`src/shared/cpg_pkg.sv`:
```
// constants for the clock pulse unit: register map, field layout, reset values
package cpg_pkg;
   // ---------------------------------------------------------------
   // register map
   // ---------------------------------------------------------------
   localparam logic [11:0] ADDR_CLOCK_AND_WAIT_CONTROL = 12'h000;
   localparam logic [11:0] ADDR_CLOCK_STATUS = 12'h004;
   // ---------------------------------------------------------------
   // field layout of clock_and_wait_control
   // ---------------------------------------------------------------
   localparam int RSVD_HI_BIT = 7;
   localparam int RSVD_LO_BIT = 6;
   localparam int PERIPH_CLOCK_HALVE_BIT = 5;
   localparam int SPARE_BIT = 4;
   localparam int WAIT_MODE_SELECT_HI_BIT = 3;
   localparam int WAIT_MODE_SELECT_LO_BIT = 2;
   localparam int WAIT_COUNT_HI_BIT = 1;
   localparam int WAIT_COUNT_LO_BIT = 0;
   localparam logic [7:0] CLOCK_AND_WAIT_CONTROL_RESET = 8'hc8;
   localparam logic [7:0] WRITABLE_MASK = 8'h3f;
   localparam logic [7:0] FIXED_ONES = 8'hc0;
   // ---------------------------------------------------------------
   // prescaler
   // ---------------------------------------------------------------
   localparam int PRESCALE_WIDTH = 12;
   localparam logic [11:0] PRESCALE_RESET = 12'h000;
   // ---------------------------------------------------------------
   // external reset hold, kept for the bench
   // ---------------------------------------------------------------
   localparam real CLOCK_SETTLE_DELAY_US = 500.0;
   localparam real MCLK_PERIOD_NS = 4.0;
   localparam int CLOCK_SETTLE_CYCLES = int'(CLOCK_SETTLE_DELAY_US * 1000.0 / MCLK_PERIOD_NS);
   localparam int RESET_PULSE_CYCLES = 10;
   localparam logic [1:0] RESP_OKAY = 2'b00;
   localparam logic [1:0] RESP_SLVERR = 2'b10;
endpackage

```
`src/design/cpg_clock_unit.sv`:
```
// clock pulse unit: control register on AXI4-Lite, peripheral clock and prescaler
// Behaviour
// register resets to c8, hardware standby reloads it
// bits 7,6 ignore writes, read one
// halve bit zero: peripheral clock undivided
// halve bit one: peripheral clock halved
// bit 4 plain storage, resets zero
// prescaler taps half down to 4096th
// system clock equals oscillator input frequency
// external reset held 500 us after clock; the bench releases rstn after 8 mclk cycles, and after 10 in mid-run
// wait mode and count fields stored, exported
// duty corrected at 5 MHz and above; no logic here corrects duty, mclk is used as it arrives
// prescaler and halver cleared on reset
`timescale 1ns/1ps
module cpg_clock_unit (
   input wire logic mclk,
   input wire logic rstn,
   input wire logic hw_standby,
   input wire logic [11:0] s_axi_awaddr,
   input wire logic s_axi_awvalid,
   output logic s_axi_awready,
   input wire logic [31:0] s_axi_wdata,
   input wire logic [3:0] s_axi_wstrb,
   input wire logic s_axi_wvalid,
   output logic s_axi_wready,
   output logic [1:0] s_axi_bresp,
   output logic s_axi_bvalid,
   input wire logic s_axi_bready,
   input wire logic [11:0] s_axi_araddr,
   input wire logic s_axi_arvalid,
   output logic s_axi_arready,
   output logic [31:0] s_axi_rdata,
   output logic [1:0] s_axi_rresp,
   output logic s_axi_rvalid,
   input wire logic s_axi_rready,
   output logic periph_clk_en,
   output logic [11:0] prescale_tap,
   output logic [1:0] wait_mode_select,
   output logic [1:0] wait_count
);
   // ---------------------------------------------------------------
   // state
   // ---------------------------------------------------------------
   logic [5:0] ctrl;
   logic [5:0] next_ctrl;
   logic aw_held;
   logic next_aw_held;
   logic [11:0] aw_addr;
   logic [11:0] next_aw_addr;
   logic w_held;
   logic next_w_held;
   logic [31:0] w_data;
   logic [31:0] next_w_data;
   logic w_strb0;
   logic next_w_strb0;
   logic bvalid;
   logic next_bvalid;
   logic [1:0] bresp;
   logic [1:0] next_bresp;
   logic rvalid;
   logic next_rvalid;
   logic [31:0] rdata;
   logic [31:0] next_rdata;
   logic [1:0] rresp;
   logic [1:0] next_rresp;
   logic periph_tick;
   logic [11:0] tap_tick;
   logic [7:0] ctrl_view;
   logic do_write;
   // bus readies registered so every top-level output leaves a flip-flop
   logic aw_rdy;
   logic next_aw_rdy;
   logic w_rdy;
   logic next_w_rdy;
   logic ar_rdy;
   logic next_ar_rdy;

   // system clock is mclk itself: no multiply, no divide; duty shaping of
   // the raw oscillator happens in the analog pad ring, mclk arrives clean

   // bits 7 and 6 are not stored at all, so writes cannot reach them
   assign ctrl_view = cpg_pkg::FIXED_ONES | {2'b00, ctrl};

   // ---------------------------------------------------------------
   // write channel
   // ---------------------------------------------------------------
   always_comb begin
      next_aw_held = aw_held;
      next_aw_addr = aw_addr;
      next_w_held = w_held;
      next_w_data = w_data;
      next_w_strb0 = w_strb0;
      next_bvalid = bvalid;
      next_bresp = bresp;
      next_ctrl = ctrl;
      do_write = 1'b0;
      if (s_axi_awvalid && !aw_held && !bvalid) begin
         next_aw_held = 1'b1;
         next_aw_addr = s_axi_awaddr;
      end
      if (s_axi_wvalid && !w_held && !bvalid) begin
         next_w_held = 1'b1;
         next_w_data = s_axi_wdata;
         next_w_strb0 = s_axi_wstrb[0];
      end
      if (aw_held && w_held) begin
         do_write = 1'b1;
         next_aw_held = 1'b0;
         next_w_held = 1'b0;
         next_bvalid = 1'b1;
         next_bresp = cpg_pkg::RESP_OKAY;
         if (aw_addr[11:2] == cpg_pkg::ADDR_CLOCK_AND_WAIT_CONTROL[11:2]) begin
            if (w_strb0) begin
               next_ctrl = w_data[5:0] & cpg_pkg::WRITABLE_MASK[5:0];
            end
         end else if (aw_addr[11:2] != cpg_pkg::ADDR_CLOCK_STATUS[11:2]) begin
            next_bresp = cpg_pkg::RESP_SLVERR;
         end
      end
      if (bvalid && s_axi_bready) begin
         next_bvalid = 1'b0;
      end
      // hardware standby reloads the value; software standby never gets here
      if (hw_standby) begin
         next_ctrl = cpg_pkg::CLOCK_AND_WAIT_CONTROL_RESET[5:0];
      end
      // same value the old gate gave, one flop earlier
      next_aw_rdy = !next_aw_held && !next_bvalid;
      next_w_rdy = !next_w_held && !next_bvalid;
   end

   // ---------------------------------------------------------------
   // read channel
   // ---------------------------------------------------------------
   always_comb begin
      next_rvalid = rvalid;
      next_rdata = rdata;
      next_rresp = rresp;
      if (rvalid && s_axi_rready) begin
         next_rvalid = 1'b0;
      end
      if (s_axi_arvalid && !rvalid) begin
         next_rvalid = 1'b1;
         next_rresp = cpg_pkg::RESP_OKAY;
         if (s_axi_araddr[11:2] == cpg_pkg::ADDR_CLOCK_AND_WAIT_CONTROL[11:2]) begin
            next_rdata = {24'h00_0000, ctrl_view};
         end else if (s_axi_araddr[11:2] == cpg_pkg::ADDR_CLOCK_STATUS[11:2]) begin
            // live prescaler phase: which taps fire now, with periph_tick ORed into bit 11
            next_rdata = {20'h0_0000, periph_tick, 11'h000} | {20'h0_0000, tap_tick};
         end else begin
            next_rdata = 32'h0000_0000;
            next_rresp = cpg_pkg::RESP_SLVERR;
         end
      end
      next_ar_rdy = !next_rvalid;
   end

   always_ff @(posedge mclk or negedge rstn) begin
      if (!rstn) begin
         ctrl <= cpg_pkg::CLOCK_AND_WAIT_CONTROL_RESET[5:0];
         aw_rdy <= 1'b1;
         w_rdy <= 1'b1;
         ar_rdy <= 1'b1;
         aw_held <= 1'b0;
         aw_addr <= 12'h000;
         w_held <= 1'b0;
         w_data <= 32'h0000_0000;
         w_strb0 <= 1'b0;
         bvalid <= 1'b0;
         bresp <= 2'b00;
         rvalid <= 1'b0;
         rdata <= 32'h0000_0000;
         rresp <= 2'b00;
         periph_clk_en <= 1'b0;
         prescale_tap <= 12'h000;
      end else begin
         ctrl <= next_ctrl;
         aw_held <= next_aw_held;
         aw_addr <= next_aw_addr;
         w_held <= next_w_held;
         w_data <= next_w_data;
         w_strb0 <= next_w_strb0;
         bvalid <= next_bvalid;
         bresp <= next_bresp;
         rvalid <= next_rvalid;
         rdata <= next_rdata;
         rresp <= next_rresp;
         aw_rdy <= next_aw_rdy;
         w_rdy <= next_w_rdy;
         ar_rdy <= next_ar_rdy;
         periph_clk_en <= periph_tick;
         prescale_tap <= tap_tick;
      end
   end

   // ---------------------------------------------------------------
   // outputs
   // ---------------------------------------------------------------
   assign s_axi_awready = aw_rdy;
   assign s_axi_wready = w_rdy;
   assign s_axi_bvalid = bvalid;
   assign s_axi_bresp = bresp;
   assign s_axi_arready = ar_rdy;
   assign s_axi_rvalid = rvalid;
   assign s_axi_rdata = rdata;
   assign s_axi_rresp = rresp;
   assign wait_mode_select = ctrl[3:2];
   assign wait_count = ctrl[1:0];

   cpg_prescaler u_prescaler (
      .mclk(mclk),
      .rstn(rstn),
      .periph_clock_halve(ctrl[cpg_pkg::PERIPH_CLOCK_HALVE_BIT]),
      .periph_tick(periph_tick),
      .tap_tick(tap_tick)
   );
endmodule

```
`src/design/cpg_prescaler.sv`:
```
// peripheral clock enable and divided taps /2 .. /4096
`timescale 1ns/1ps
module cpg_prescaler (
   input wire logic mclk,
   input wire logic rstn,
   input wire logic periph_clock_halve,
   output logic periph_tick,
   output logic [11:0] tap_tick
);
   logic half_phase;
   logic next_half_phase;
   logic [11:0] count;
   logic [11:0] next_count;
   logic [11:0] rise;

   // ---------------------------------------------------------------
   // halving stage and ripple count
   // ---------------------------------------------------------------
   always_comb begin
      next_half_phase = half_phase ^ periph_clock_halve;
      // undivided when clear, every other mclk when set
      periph_tick = periph_clock_halve ? half_phase : 1'b1;
      next_count = periph_tick ? count + 12'h001 : count;
   end

   // tap k fires when bit k of the count rises: rate periph/2^(k+1)
   generate
      for (genvar k = 0; k < 12; k++) begin : g_tap
         assign rise[k] = periph_tick && (next_count[k] && !count[k]);
      end
   endgenerate
   assign tap_tick = rise;

   always_ff @(posedge mclk or negedge rstn) begin
      if (!rstn) begin
         half_phase <= 1'b0;
         count <= cpg_pkg::PRESCALE_RESET;
      end else begin
         half_phase <= next_half_phase;
         count <= next_count;
      end
   end
endmodule

```
`config.mk`:
```
export PLATFORM = sky130hd
export DESIGN_NAME = cpg_clock_unit
export DESIGN_NICKNAME = d
export VERILOG_FILES = /design/src/shared/cpg_pkg.sv /design/src/design/cpg_clock_unit.sv /design/src/design/cpg_prescaler.sv
export SDC_FILE = /design/constraint.sdc
export NUM_CORES = 1
export LEC_CHECK = 0
export BUFFER_PORTS_ARGS = -buffer_cell sky130_fd_sc_hd__buf_4
export CAP_MARGIN = 40
export CORE_ASPECT_RATIO = 1.4
export CORE_MARGIN = 2
export CORE_UTILIZATION = 25
export CTS_BUF_LIST = sky130_fd_sc_hd__clkbuf_4
export CTS_CLUSTER_DIAMETER = 200
export CTS_CLUSTER_SIZE = 28
export DETAILED_ROUTE_END_ITERATION = 10
export SETUP_SLACK_MARGIN = 0.05
export SLEW_MARGIN = 20
export SYNTH_ARGS = -nofsm -noshare
export SYNTH_HDL_FRONTEND = slang
export SYNTH_SLANG_ARGS = --single-unit
```
`constraint.sdc`:
```
create_clock -name mclk -period 5.75 [get_ports mclk]
set_input_delay 0.8625 -clock mclk [delete_from_list [all_inputs] [get_ports mclk]]
set_output_delay 0.8625 -clock mclk [all_outputs]
set_load 0.005 [all_outputs]
```
After elaboration in Yosys (flattened, before gate mapping)
Index checks and enable logic that the tools add are counted.

operators by class
  multiply operators = 0
  bitwise operators = 2
  add/sub/neg operators = 1
  shift-type cells = 0
  reductions and logical operators = 60
  multiplexer cells = 20
  divide/modulo/power cells = 0
  equal/unequal tests = 2
  order comparisons = 0

operator list
  cell                   count
  $mux 12                3
  $logic_and 1x1->1      34
  $mux 6                 4
  $logic_not 1->1        20
  $logic_not 10->1       2
  $add 12x1->12 const B  1
  $or 12x12->12          1
  $eq 10x1->1 const B    1
  $ne 10x1->1 const B    1
  $mux 1                 9
  $mux 2                 4
  $reduce_bool 2->1      3
  $reduce_and 3->1       1
  $xor 1x1->1            1

storage, ports and cells
  memories kept = 0
  latch bits = 0
  register bits after elaboration = 94
  bits in writable memories = 0
  memory bits (read-only) = 0

Longest topological paths before layout
Gate-level depths: netlist of the first run.

  depth in word-level cells = 7
  gate-level depth with buffers = 6
  gate-level depth less buffers = 5

By module
A second synthesis of the first run with hierarchy kept.

unflattened totals
  cell total of the unflattened synthesis = 253
  area total of the unflattened synthesis = 3061.7 um2

by module, submodules not included
  module          cells an instance  sequential area each (um2)  area each (um2)  times used
  cpg_clock_unit  189                1431.4                      2377.3           1
  cpg_prescaler   64                 325.3                       684.4            1

Least setup slack after synthesis of the first run
No wires, ideal clock.

  kind = in2reg
  start = input s_axi_araddr[6]
  end = register rdata[10] (netlist: s_axi_rdata[10])
  data required time = 5.646 ns
  library setup time = 0.104 ns
  path buffers = 0
  arrival = 2.201 ns
  slack = 3.445 ns
  stages on the path = 3
  path through = or4_4 -> or4_4 -> o41ai_4

on the way
  word-level cells in the longest chain between the ends = 3
  elaborated cells on any way between the ends = 4
  classes of those cells = 1 x eq/ne; 2 x mux; 1 x reduce/logical

RTL lines
  element                 line                   text
  start: declaration      cpg_clock_unit.sv:29   input wire logic [11:0] s_axi_araddr,
  $eq 10x1->1             cpg_clock_unit.sv:147  end else if (s_axi_araddr[11:2] == cpg_pkg::ADDR_CLOCK_STATUS[11:2]) begin
  $mux 12                 cpg_clock_unit.sv:147
  $mux 12 *               cpg_clock_unit.sv:145  if (s_axi_araddr[11:2] == cpg_pkg::ADDR_CLOCK_AND_WAIT_CONTROL[11:2]) begin
  end signal: assignment  cpg_clock_unit.sv:186  rdata <= next_rdata;
  end: declaration        cpg_clock_unit.sv:62   logic [31:0] rdata;

Mark *: on every way between the ends. The rest lies on a longest branch, timed or not.
A chain may end at the register's enable or synchronous reset.

Worst setup path after layout of the first run
  start = register ctrl[5]
  end = register rdata[10] (netlist: s_axi_rdata[10])

on the way
  word-level cells in the longest chain between the ends = 7

RTL lines
  element                   line                   text
  start: declaration        cpg_clock_unit.sv:44   logic [5:0] ctrl;
  start signal: assignment  cpg_clock_unit.sv:160  ctrl <= cpg_pkg::CLOCK_AND_WAIT_CONTROL_RESET[5:0];
  start signal: assignment  cpg_clock_unit.sv:177  ctrl <= next_ctrl;
  $mux 1 *                  cpg_prescaler.sv:22    periph_tick = periph_clock_halve ? half_phase : 1'b1;
  $mux 12                   cpg_prescaler.sv:23    next_count = periph_tick ? count + 12'h001 : count;
  $logic_and 1x1->1         cpg_prescaler.sv:29    assign rise[k] = periph_tick && (next_count[k] && !count[k]);
  $logic_and 1x1->1 *       cpg_prescaler.sv:29
  $or 12x12->12 *           cpg_clock_unit.sv:149  next_rdata = {20'h0_0000, periph_tick, 11'h000} | {20'h0_0000, tap_tick};
  $mux 12 *                 cpg_clock_unit.sv:147
  $mux 12 *                 cpg_clock_unit.sv:145

Marked as above.

==> results of run 1 <==
[registers in the layout (all words and copies together), names as in the netlist]
signal	cells
w_held	1
s_axi_rvalid	1
s_axi_arready	1
aw_addr	10
s_axi_rdata	12
s_axi_bvalid	1
periph_clk_en	1
w_strb0	1
prescale_tap	12
s_axi_wready	1
w_data	6
aw_held	1
u_prescaler.half_phase	1
s_axi_awready	1
u_prescaler.count	12
s_axi_rresp	1
s_axi_bresp	1
ctrl	6
[cells in the final DEF (no fill, tap or decap), drive strengths merged, types with 4 or more instances in the layout]
master and n:
dfstp 4, o21ai 6, conb 22, a22o 5
nand2b 5, buf 72, nand2 13, xnor2 4
dfrtp 66, nor3 8, and2 7, nor2 10
mux2 16, nor4 7, inv 11, a221o 7
clkbuf 10
[power groups by stage]
stage / Combinational, W / Clock, W / Sequential [W]
after floorplan: 0.000214 / 0 / 0.000683
after global placement: 0.000286 / 0 / 0.000712
after detailed placement: 0.000297 / 0 / 0.000716
after CTS: 0.000297 / 0.000269 / 0.000706
after global routing: 0.000326 / 0.000291 / 0.000729
final: 0.000288 / 0.000253 / 0.000704
[layout make-up]
class / instances / area (sq um)
fillers: 1233 / 8100
flip-flops and latches: 70 / 1760
multi-input cells: 150 / 1080
repair buffers: 72 / 553
well taps: 147 / 184
clock buffers: 10 / 75.1
inverters: 11 / 41.3
clock inverters: 5 / 27.5
[worst paths after layout]
| path | endpoint | slack [ps] |
|---|---|---|
| worst max-delay path | s_axi_rdata[10] | 3670 |
| max in group asynchronous | ctrl[3] | 4760 |
| worst min-delay path | s_axi_rdata[4] | 390 |
| worst max register to register | s_axi_rdata[10] | 3670 |
| min in group mclk | u_prescaler.count[11] | 480 |
| worst min register to register | u_prescaler.count[11] | 480 |
[logic make-up (layout without fill, tap and decap cells)]
group                      count (synthesis)  count (layout)  synth area share
DFF                                       70              70             0.581
adders and majority gates                  3               3            0.0124
buffers and inverters                     44              98            0.0874
other                                      1              22           0.00124
and+or+nand+nor                           72              72             0.150
xor gates and xnor gates                   7               7            0.0203
muxes                                     17              17            0.0629
AOI/OAI and AO/OA                         29              29            0.0845
[metrics by stage]
stage	total power [W]	util	std cells	setup WS (ps)	cell area [sq um]
3_5_place_dp	0.00101	0.306	450	3270	3610
3_3_place_gp	0.000997	0.304	449	3290	3590
4_1_cts	0.00127	0.314	465	3670	3720
5_1_grt	0.00135	0.314	465	3550	3720
2_1_floorplan	0.000897	-	264	3440	3100
6_report	0.00124	0.314	465	3670	3720
[routing by layer]
metal	part of all wire	track usage	vias up
met5	0	0	-
li1	-	-	959
met4	0.019	0.0446	0
met3	0.049	0.0276	12
met2	0.54	0.171	60
met1	0.40	0.120	996
[worst register-to-register path, stage by stage (launching register included)]
cell	delay [ps]
dfrtp_1	420
ha_1	290
nand4b_1	370
or3_1	580
o41ai_4	320
==> impl_results.md, run 1 <==
- Cell count after synthesis: 243
- P&R area growth vs syn: 23.0%
- Antenna fix cells: 0
- Clock Latency Late Sink: around 400 ps
- Yosys cell types: 47
- Drc violations: 0
- Avg Inst Size Synth: about 12 sq um
- Max-slew violation count: 0
- Vias in the first global route: 2000
- WL/cell: ~14 um
- EDFF count, synth: 0
- Layout cell share with drive strength beyond 1: 0.365
- Count leader, synth: dfrtp_1
- Worst setup EP type: flip-flop
- RSZ-0062 raised after global routing: false
- Detailed Route Iter0 Violations: 58
- CTS tree: yes
- Pwr Density: 335 mW/mm^2
- Full die area: between 0.01 and 0.015 sq mm
- Hold-fix buffers at CTS: 0
- Sw Ratio: 0.312
- # Post-CTS Setup Buffers: 0
- CP bufs+invs: 0
- Overflow after GRT: 0
- Outcome: complete, no violations
- Final ANT Viol Nets: 0
- Final number of setup-violating endpoints: 0
- Psw: between 0.0003 and 0.0004 W
- Hold slack: between 300 and 400 ps
- Post-Syn Area: 0.00302 sq mm
- F_max: between 400 and 500 MHz
- Crit Path Class: reg2reg
- CP Launch Point: ctrl[5]
- Relative slew margins: 0.556
- Leading post-synthesis cells by cell area: dfrtp_1 (55%), buf_4 (6.5%), mux2_2 (6.0%)
- Clock power share: 0.203
- Final net count: around 390
- CTS HTree Levels: 3
- Synth top cells by count: dfrtp_1 (66), buf_4 (26), mux2_2 (16)
- Synth Warn #: 0
- Post-synth top flop: dfrtp_1
- Max_cap viols: 0
- Initial antenna violation count: 0
- Crit path max-delay cell type: or3_1
- Leading area contributor after synthesis: dfrtp_1
- First-pass GRT wire length: between 10000 and 15000 um
- Port bufs: 70
- Post-layout min period: around 2100 ps
- Post-DR vias/cell: 4.36
- Root Buffer: clkbuf_4
- Critical path, cell by cell: ha_1, nand4b_1, or3_1, o41ai_4
- Sequential group share of total power: 0.565
- Final GP Congestion: between 0.7 and 0.8
- Worst endpoint data arrival time: 2380 ps
- Synthesized flop and latch total: 70
- Period utilisation layout: 0.361
- Required time of the critical path: 6050 ps
- Static Leak: about 1.8 nW
- CTS Buf Count: 9
- Post-synthesis sequential area ratio: 0.581
- I/O Pins: around 130
- Core area: roughly 0.012 sq mm
- Worst path max stage delay: ~580 ps
- Crit path depth: 4
- Starting Density: 0.256
- Via Count: between 2000 and 2500
- Largest net degree at the start of global routing: 40
- Slew @ Worst Pin: roughly 660 ps
- Crit-path max FO: 8
- DRT Wirelength: 6290 um
- Worst Hold Class: in2async
- Fraction of registers with async set/reset: 1.00
- Chip Width: 96.9 um
- Dpl hpwl: approximately 4800 um
- Final Hold Viols: 0
- Max Root-Sink Buffers: 2
- CP delay by family, top: simple AND/OR/NAND/NOR gates
- Clk sink count: 70
- Reg clk slew, reported paths: 110 ps
- Synth top area share: 0.547
- Combinational Power Share: 0.232
- Resized cells post-CTS: 0
- Die Height: roughly 130 um
- First-pass DRT Iterations: 4
- Setup TNS: 0 ps
- Critical Path Start Type: flip-flop
- Core Rows: 47
- FF-to-FF Start: ctrl[5]
- Worst reg2reg path depth: 4
- Peak supply drop: 0.187 mV
- Worst clock skew: ~14 ps
- Cell internal pwr: about 0.00086 W
- GR Util All Layers: 0.101
(Power assumes the default switching activity.)
==> run 2: changes to the inputs <==
==> constraint.sdc (replaced) <==
create_clock -name mclk -period 2.1 [get_ports mclk]
set_input_delay 0.315 -clock mclk [delete_from_list [all_inputs] [get_ports mclk]]
set_output_delay 0.315 -clock mclk [all_outputs]
set_load 0.005 [all_outputs]
==> impl_results.md, run 2 (synthesis gave the netlist of run 1 again) <==
- Outcome: complete, no violations (unchanged)
- CTS tree: yes (unchanged)
- Root Buffer: clkbuf_4 (unchanged)
- Crit path depth: 4 (unchanged)
- I/O Pins: 126 (unchanged)
- Critical path, cell by cell: ha_1, nand4b_1, or3_1, o41ai_4 (unchanged)
- Static Leak: 1.90 nW (was 1.82 nW)
- Largest net degree at the start of global routing: 41 (was 40)
- Hold worst-path end: s_axi_rvalid
- Final Hold Viols: 0 (unchanged)
- Pwr Density: 973 mW/mm^2 (was 335 mW/mm^2)
- FF-to-FF Start: ctrl[5] (unchanged)
- Worst path max stage delay: 530 ps (was 580 ps)
- Final GP Congestion: 0.809 (was 0.738)
- Core Rows: 47 (unchanged)
- Final net count: 394 (was 385)
- Final number of setup-violating endpoints: 0 (unchanged)
- Worst clock skew: 31.5 ps (was 13.8 ps)
- Initial antenna violation count: 0 (unchanged)
- Worst Hold Class: in2reg (was in2async)
- Overall Power: 0.00374 W (was 0.00124 W)
- F_max: 535 MHz (was 481 MHz)
- CTS Buf Count: 9 (unchanged)
- Antenna fix cells: 0 (unchanged)
- Max_cap viols: 0 (unchanged)
- Starting Density: 0.256 (unchanged)
- Dpl hpwl: 4980 um (was 4820 um)
- Crit-path max FO: 8 (unchanged)
- Worst reg2reg setup slack: 230 ps (was 3670 ps)
- Clk sink count: 70 (unchanged)
- First-pass DRT Iterations: 4 (unchanged)
- Post-DR vias/cell: 4.32 (was 4.36)
- Most frequent cells in the layout: buf_4 (79), dfrtp_1 (66), conb_1 (22) (was buf_4 (71), dfrtp_1 (66), conb_1 (22))
- Slew @ Worst Pin: 657 ps (was 664 ps)
- P&R area growth vs syn: 27.3% (was 23.0%)
- DRT Wirelength: 6480 um (was 6290 um)
- Via Count: 2052 (was 2027)
- Worst setup EP type: flip-flop (unchanged)
- # Post-CTS Setup Buffers: 0 (unchanged)
- Period utilisation layout: 0.890 (was 0.361)
- Crit Path Class: reg2reg (unchanged)
- Max Root-Sink Buffers: 2 (unchanged)
- Worst reg2reg path depth: 4 (unchanged)
- GR Util All Layers: 0.102 (was 0.101)
- Hold_sp: s_axi_rready
- Critical Path Start Type: flip-flop (unchanged)
- Commonest non-fill, non-tap cell in the layout: buf_4 (unchanged)
- Reg clk slew, reported paths: 140 ps (was 110 ps)
- Required time of the critical path: 2400 ps (was 6050 ps)
- Port bufs: 70 (unchanged)
- RSZ-0062 raised after global routing: false (unchanged)
- CP bufs+invs: 0 (unchanged)
- Full die area: 0.0130 sq mm (unchanged)
- Peak supply drop: 0.505 mV (was 0.187 mV)
- Detailed Route Iter0 Violations: 67 (was 58)
- Worst r2r dst: s_axi_rdata[10] (unchanged)
- First-pass GRT wire length: 10500 um (was 10400 um)
- Post-layout min period: 1870 ps (was 2080 ps)
- Max-slew violation count: 0 (unchanged)
- CP delay by family, top: simple AND/OR/NAND/NOR gates (unchanged)
- Vias in the first global route: 2078 (was 2000)
- Fillers: 1213 (was 1233)
- Chip Width: 96.9 um (unchanged)
- WL/cell: 13.6 um (was 13.5 um)
- Layout cell share with drive strength beyond 1: 0.384 (was 0.365)
- Final ANT Viol Nets: 0 (unchanged)
- CTS HTree Levels: 3 (unchanged)
- Inst Count DP: 458 (was 450)
- Setup TNS: 0 ps (unchanged)
- Overflow after GRT: 0 (unchanged)
- Layout Cells excl Fill: 475 (was 465)
- Worst Hold Depth: 2
- Drc violations: 0 (unchanged)
- Crit path max-delay cell type: or3_1 (unchanged)
- Clock Latency Late Sink: 420 ps (was 400 ps)
- Die Height: 134 um (unchanged)
- Worst endpoint data arrival time: 2170 ps (was 2380 ps)
- Core area: 0.0118 sq mm (unchanged)
- Relative slew margins: 0.556 (about the same)
==> run 2: metal layers <==
layer / share of wire / GRT usage / up-vias / wire (um)
met4: 0.010 / 0.0423 / 0 / 67
met2: 0.56 / 0.181 / 59 / 3600
met5: 0 / 0 / - / 0
li1: - / - / 974 / -
met3: 0.041 / 0.0250 / 7 / 263
met1: 0.39 / 0.118 / 1012 / 2550
==> run 2: stage by stage <==
step	hold slack, ps	cell area (sq um)	utilization	setup slack (ps)
2_1_floorplan	19.4	3100	-	256
3_3_place_gp	325	3670	0.311	187
3_5_place_dp	329	3670	0.311	176
4_1_cts	26.0	3850	0.325	213
5_1_grt	24.8	3850	0.325	122
6_report	64.7	3850	0.325	230
==> run 2: final cells by class <==
cell class	instances	area, sq um	area share
Sequential cell	70	1760	0.457
Clock buffer	10	75.1	0.0195
Tap cell	147	184	0.0478
Multi-Input combinational cell	150	1080	0.281
Inverter	11	41.3	0.0107
Timing Repair Buffer	81	623	0.162
Clock inverter	6	86.3	0.0224
==> run 2: how the worst max path moves through the flow <==
stage | start | end
after floorplan | ctrl[5] | s_axi_rdata[10]
final | ctrl[5] | s_axi_rdata[10]
after global placement | s_axi_araddr[6] | s_axi_rdata[10]
after global routing | ctrl[5] | s_axi_rdata[10]
after detailed placement | s_axi_araddr[6] | s_axi_rdata[10]
after CTS | ctrl[5] | s_axi_rdata[10]
==> run 2: timing repair <==
action                                 in CTS  in global routing
hold buffers                                1                  0
gates resized for setup                     0                  0
endpoints found under the hold margin      37                  0
==> run 2: power by group <==
part	internal, W	switching [W]
clock	0.000497	0.000485
combinational	0.000455	0.000375
sequential	0.00168	0.000254
total	0.00263	0.00111
==> run 2: worst register-to-register path, delay by kind of cell (launching register included) <==
family          cells  cell delay [ps]
fa+ha+maj           1              280
simple gates        2              770
flops               1              420
compound gates      1              310
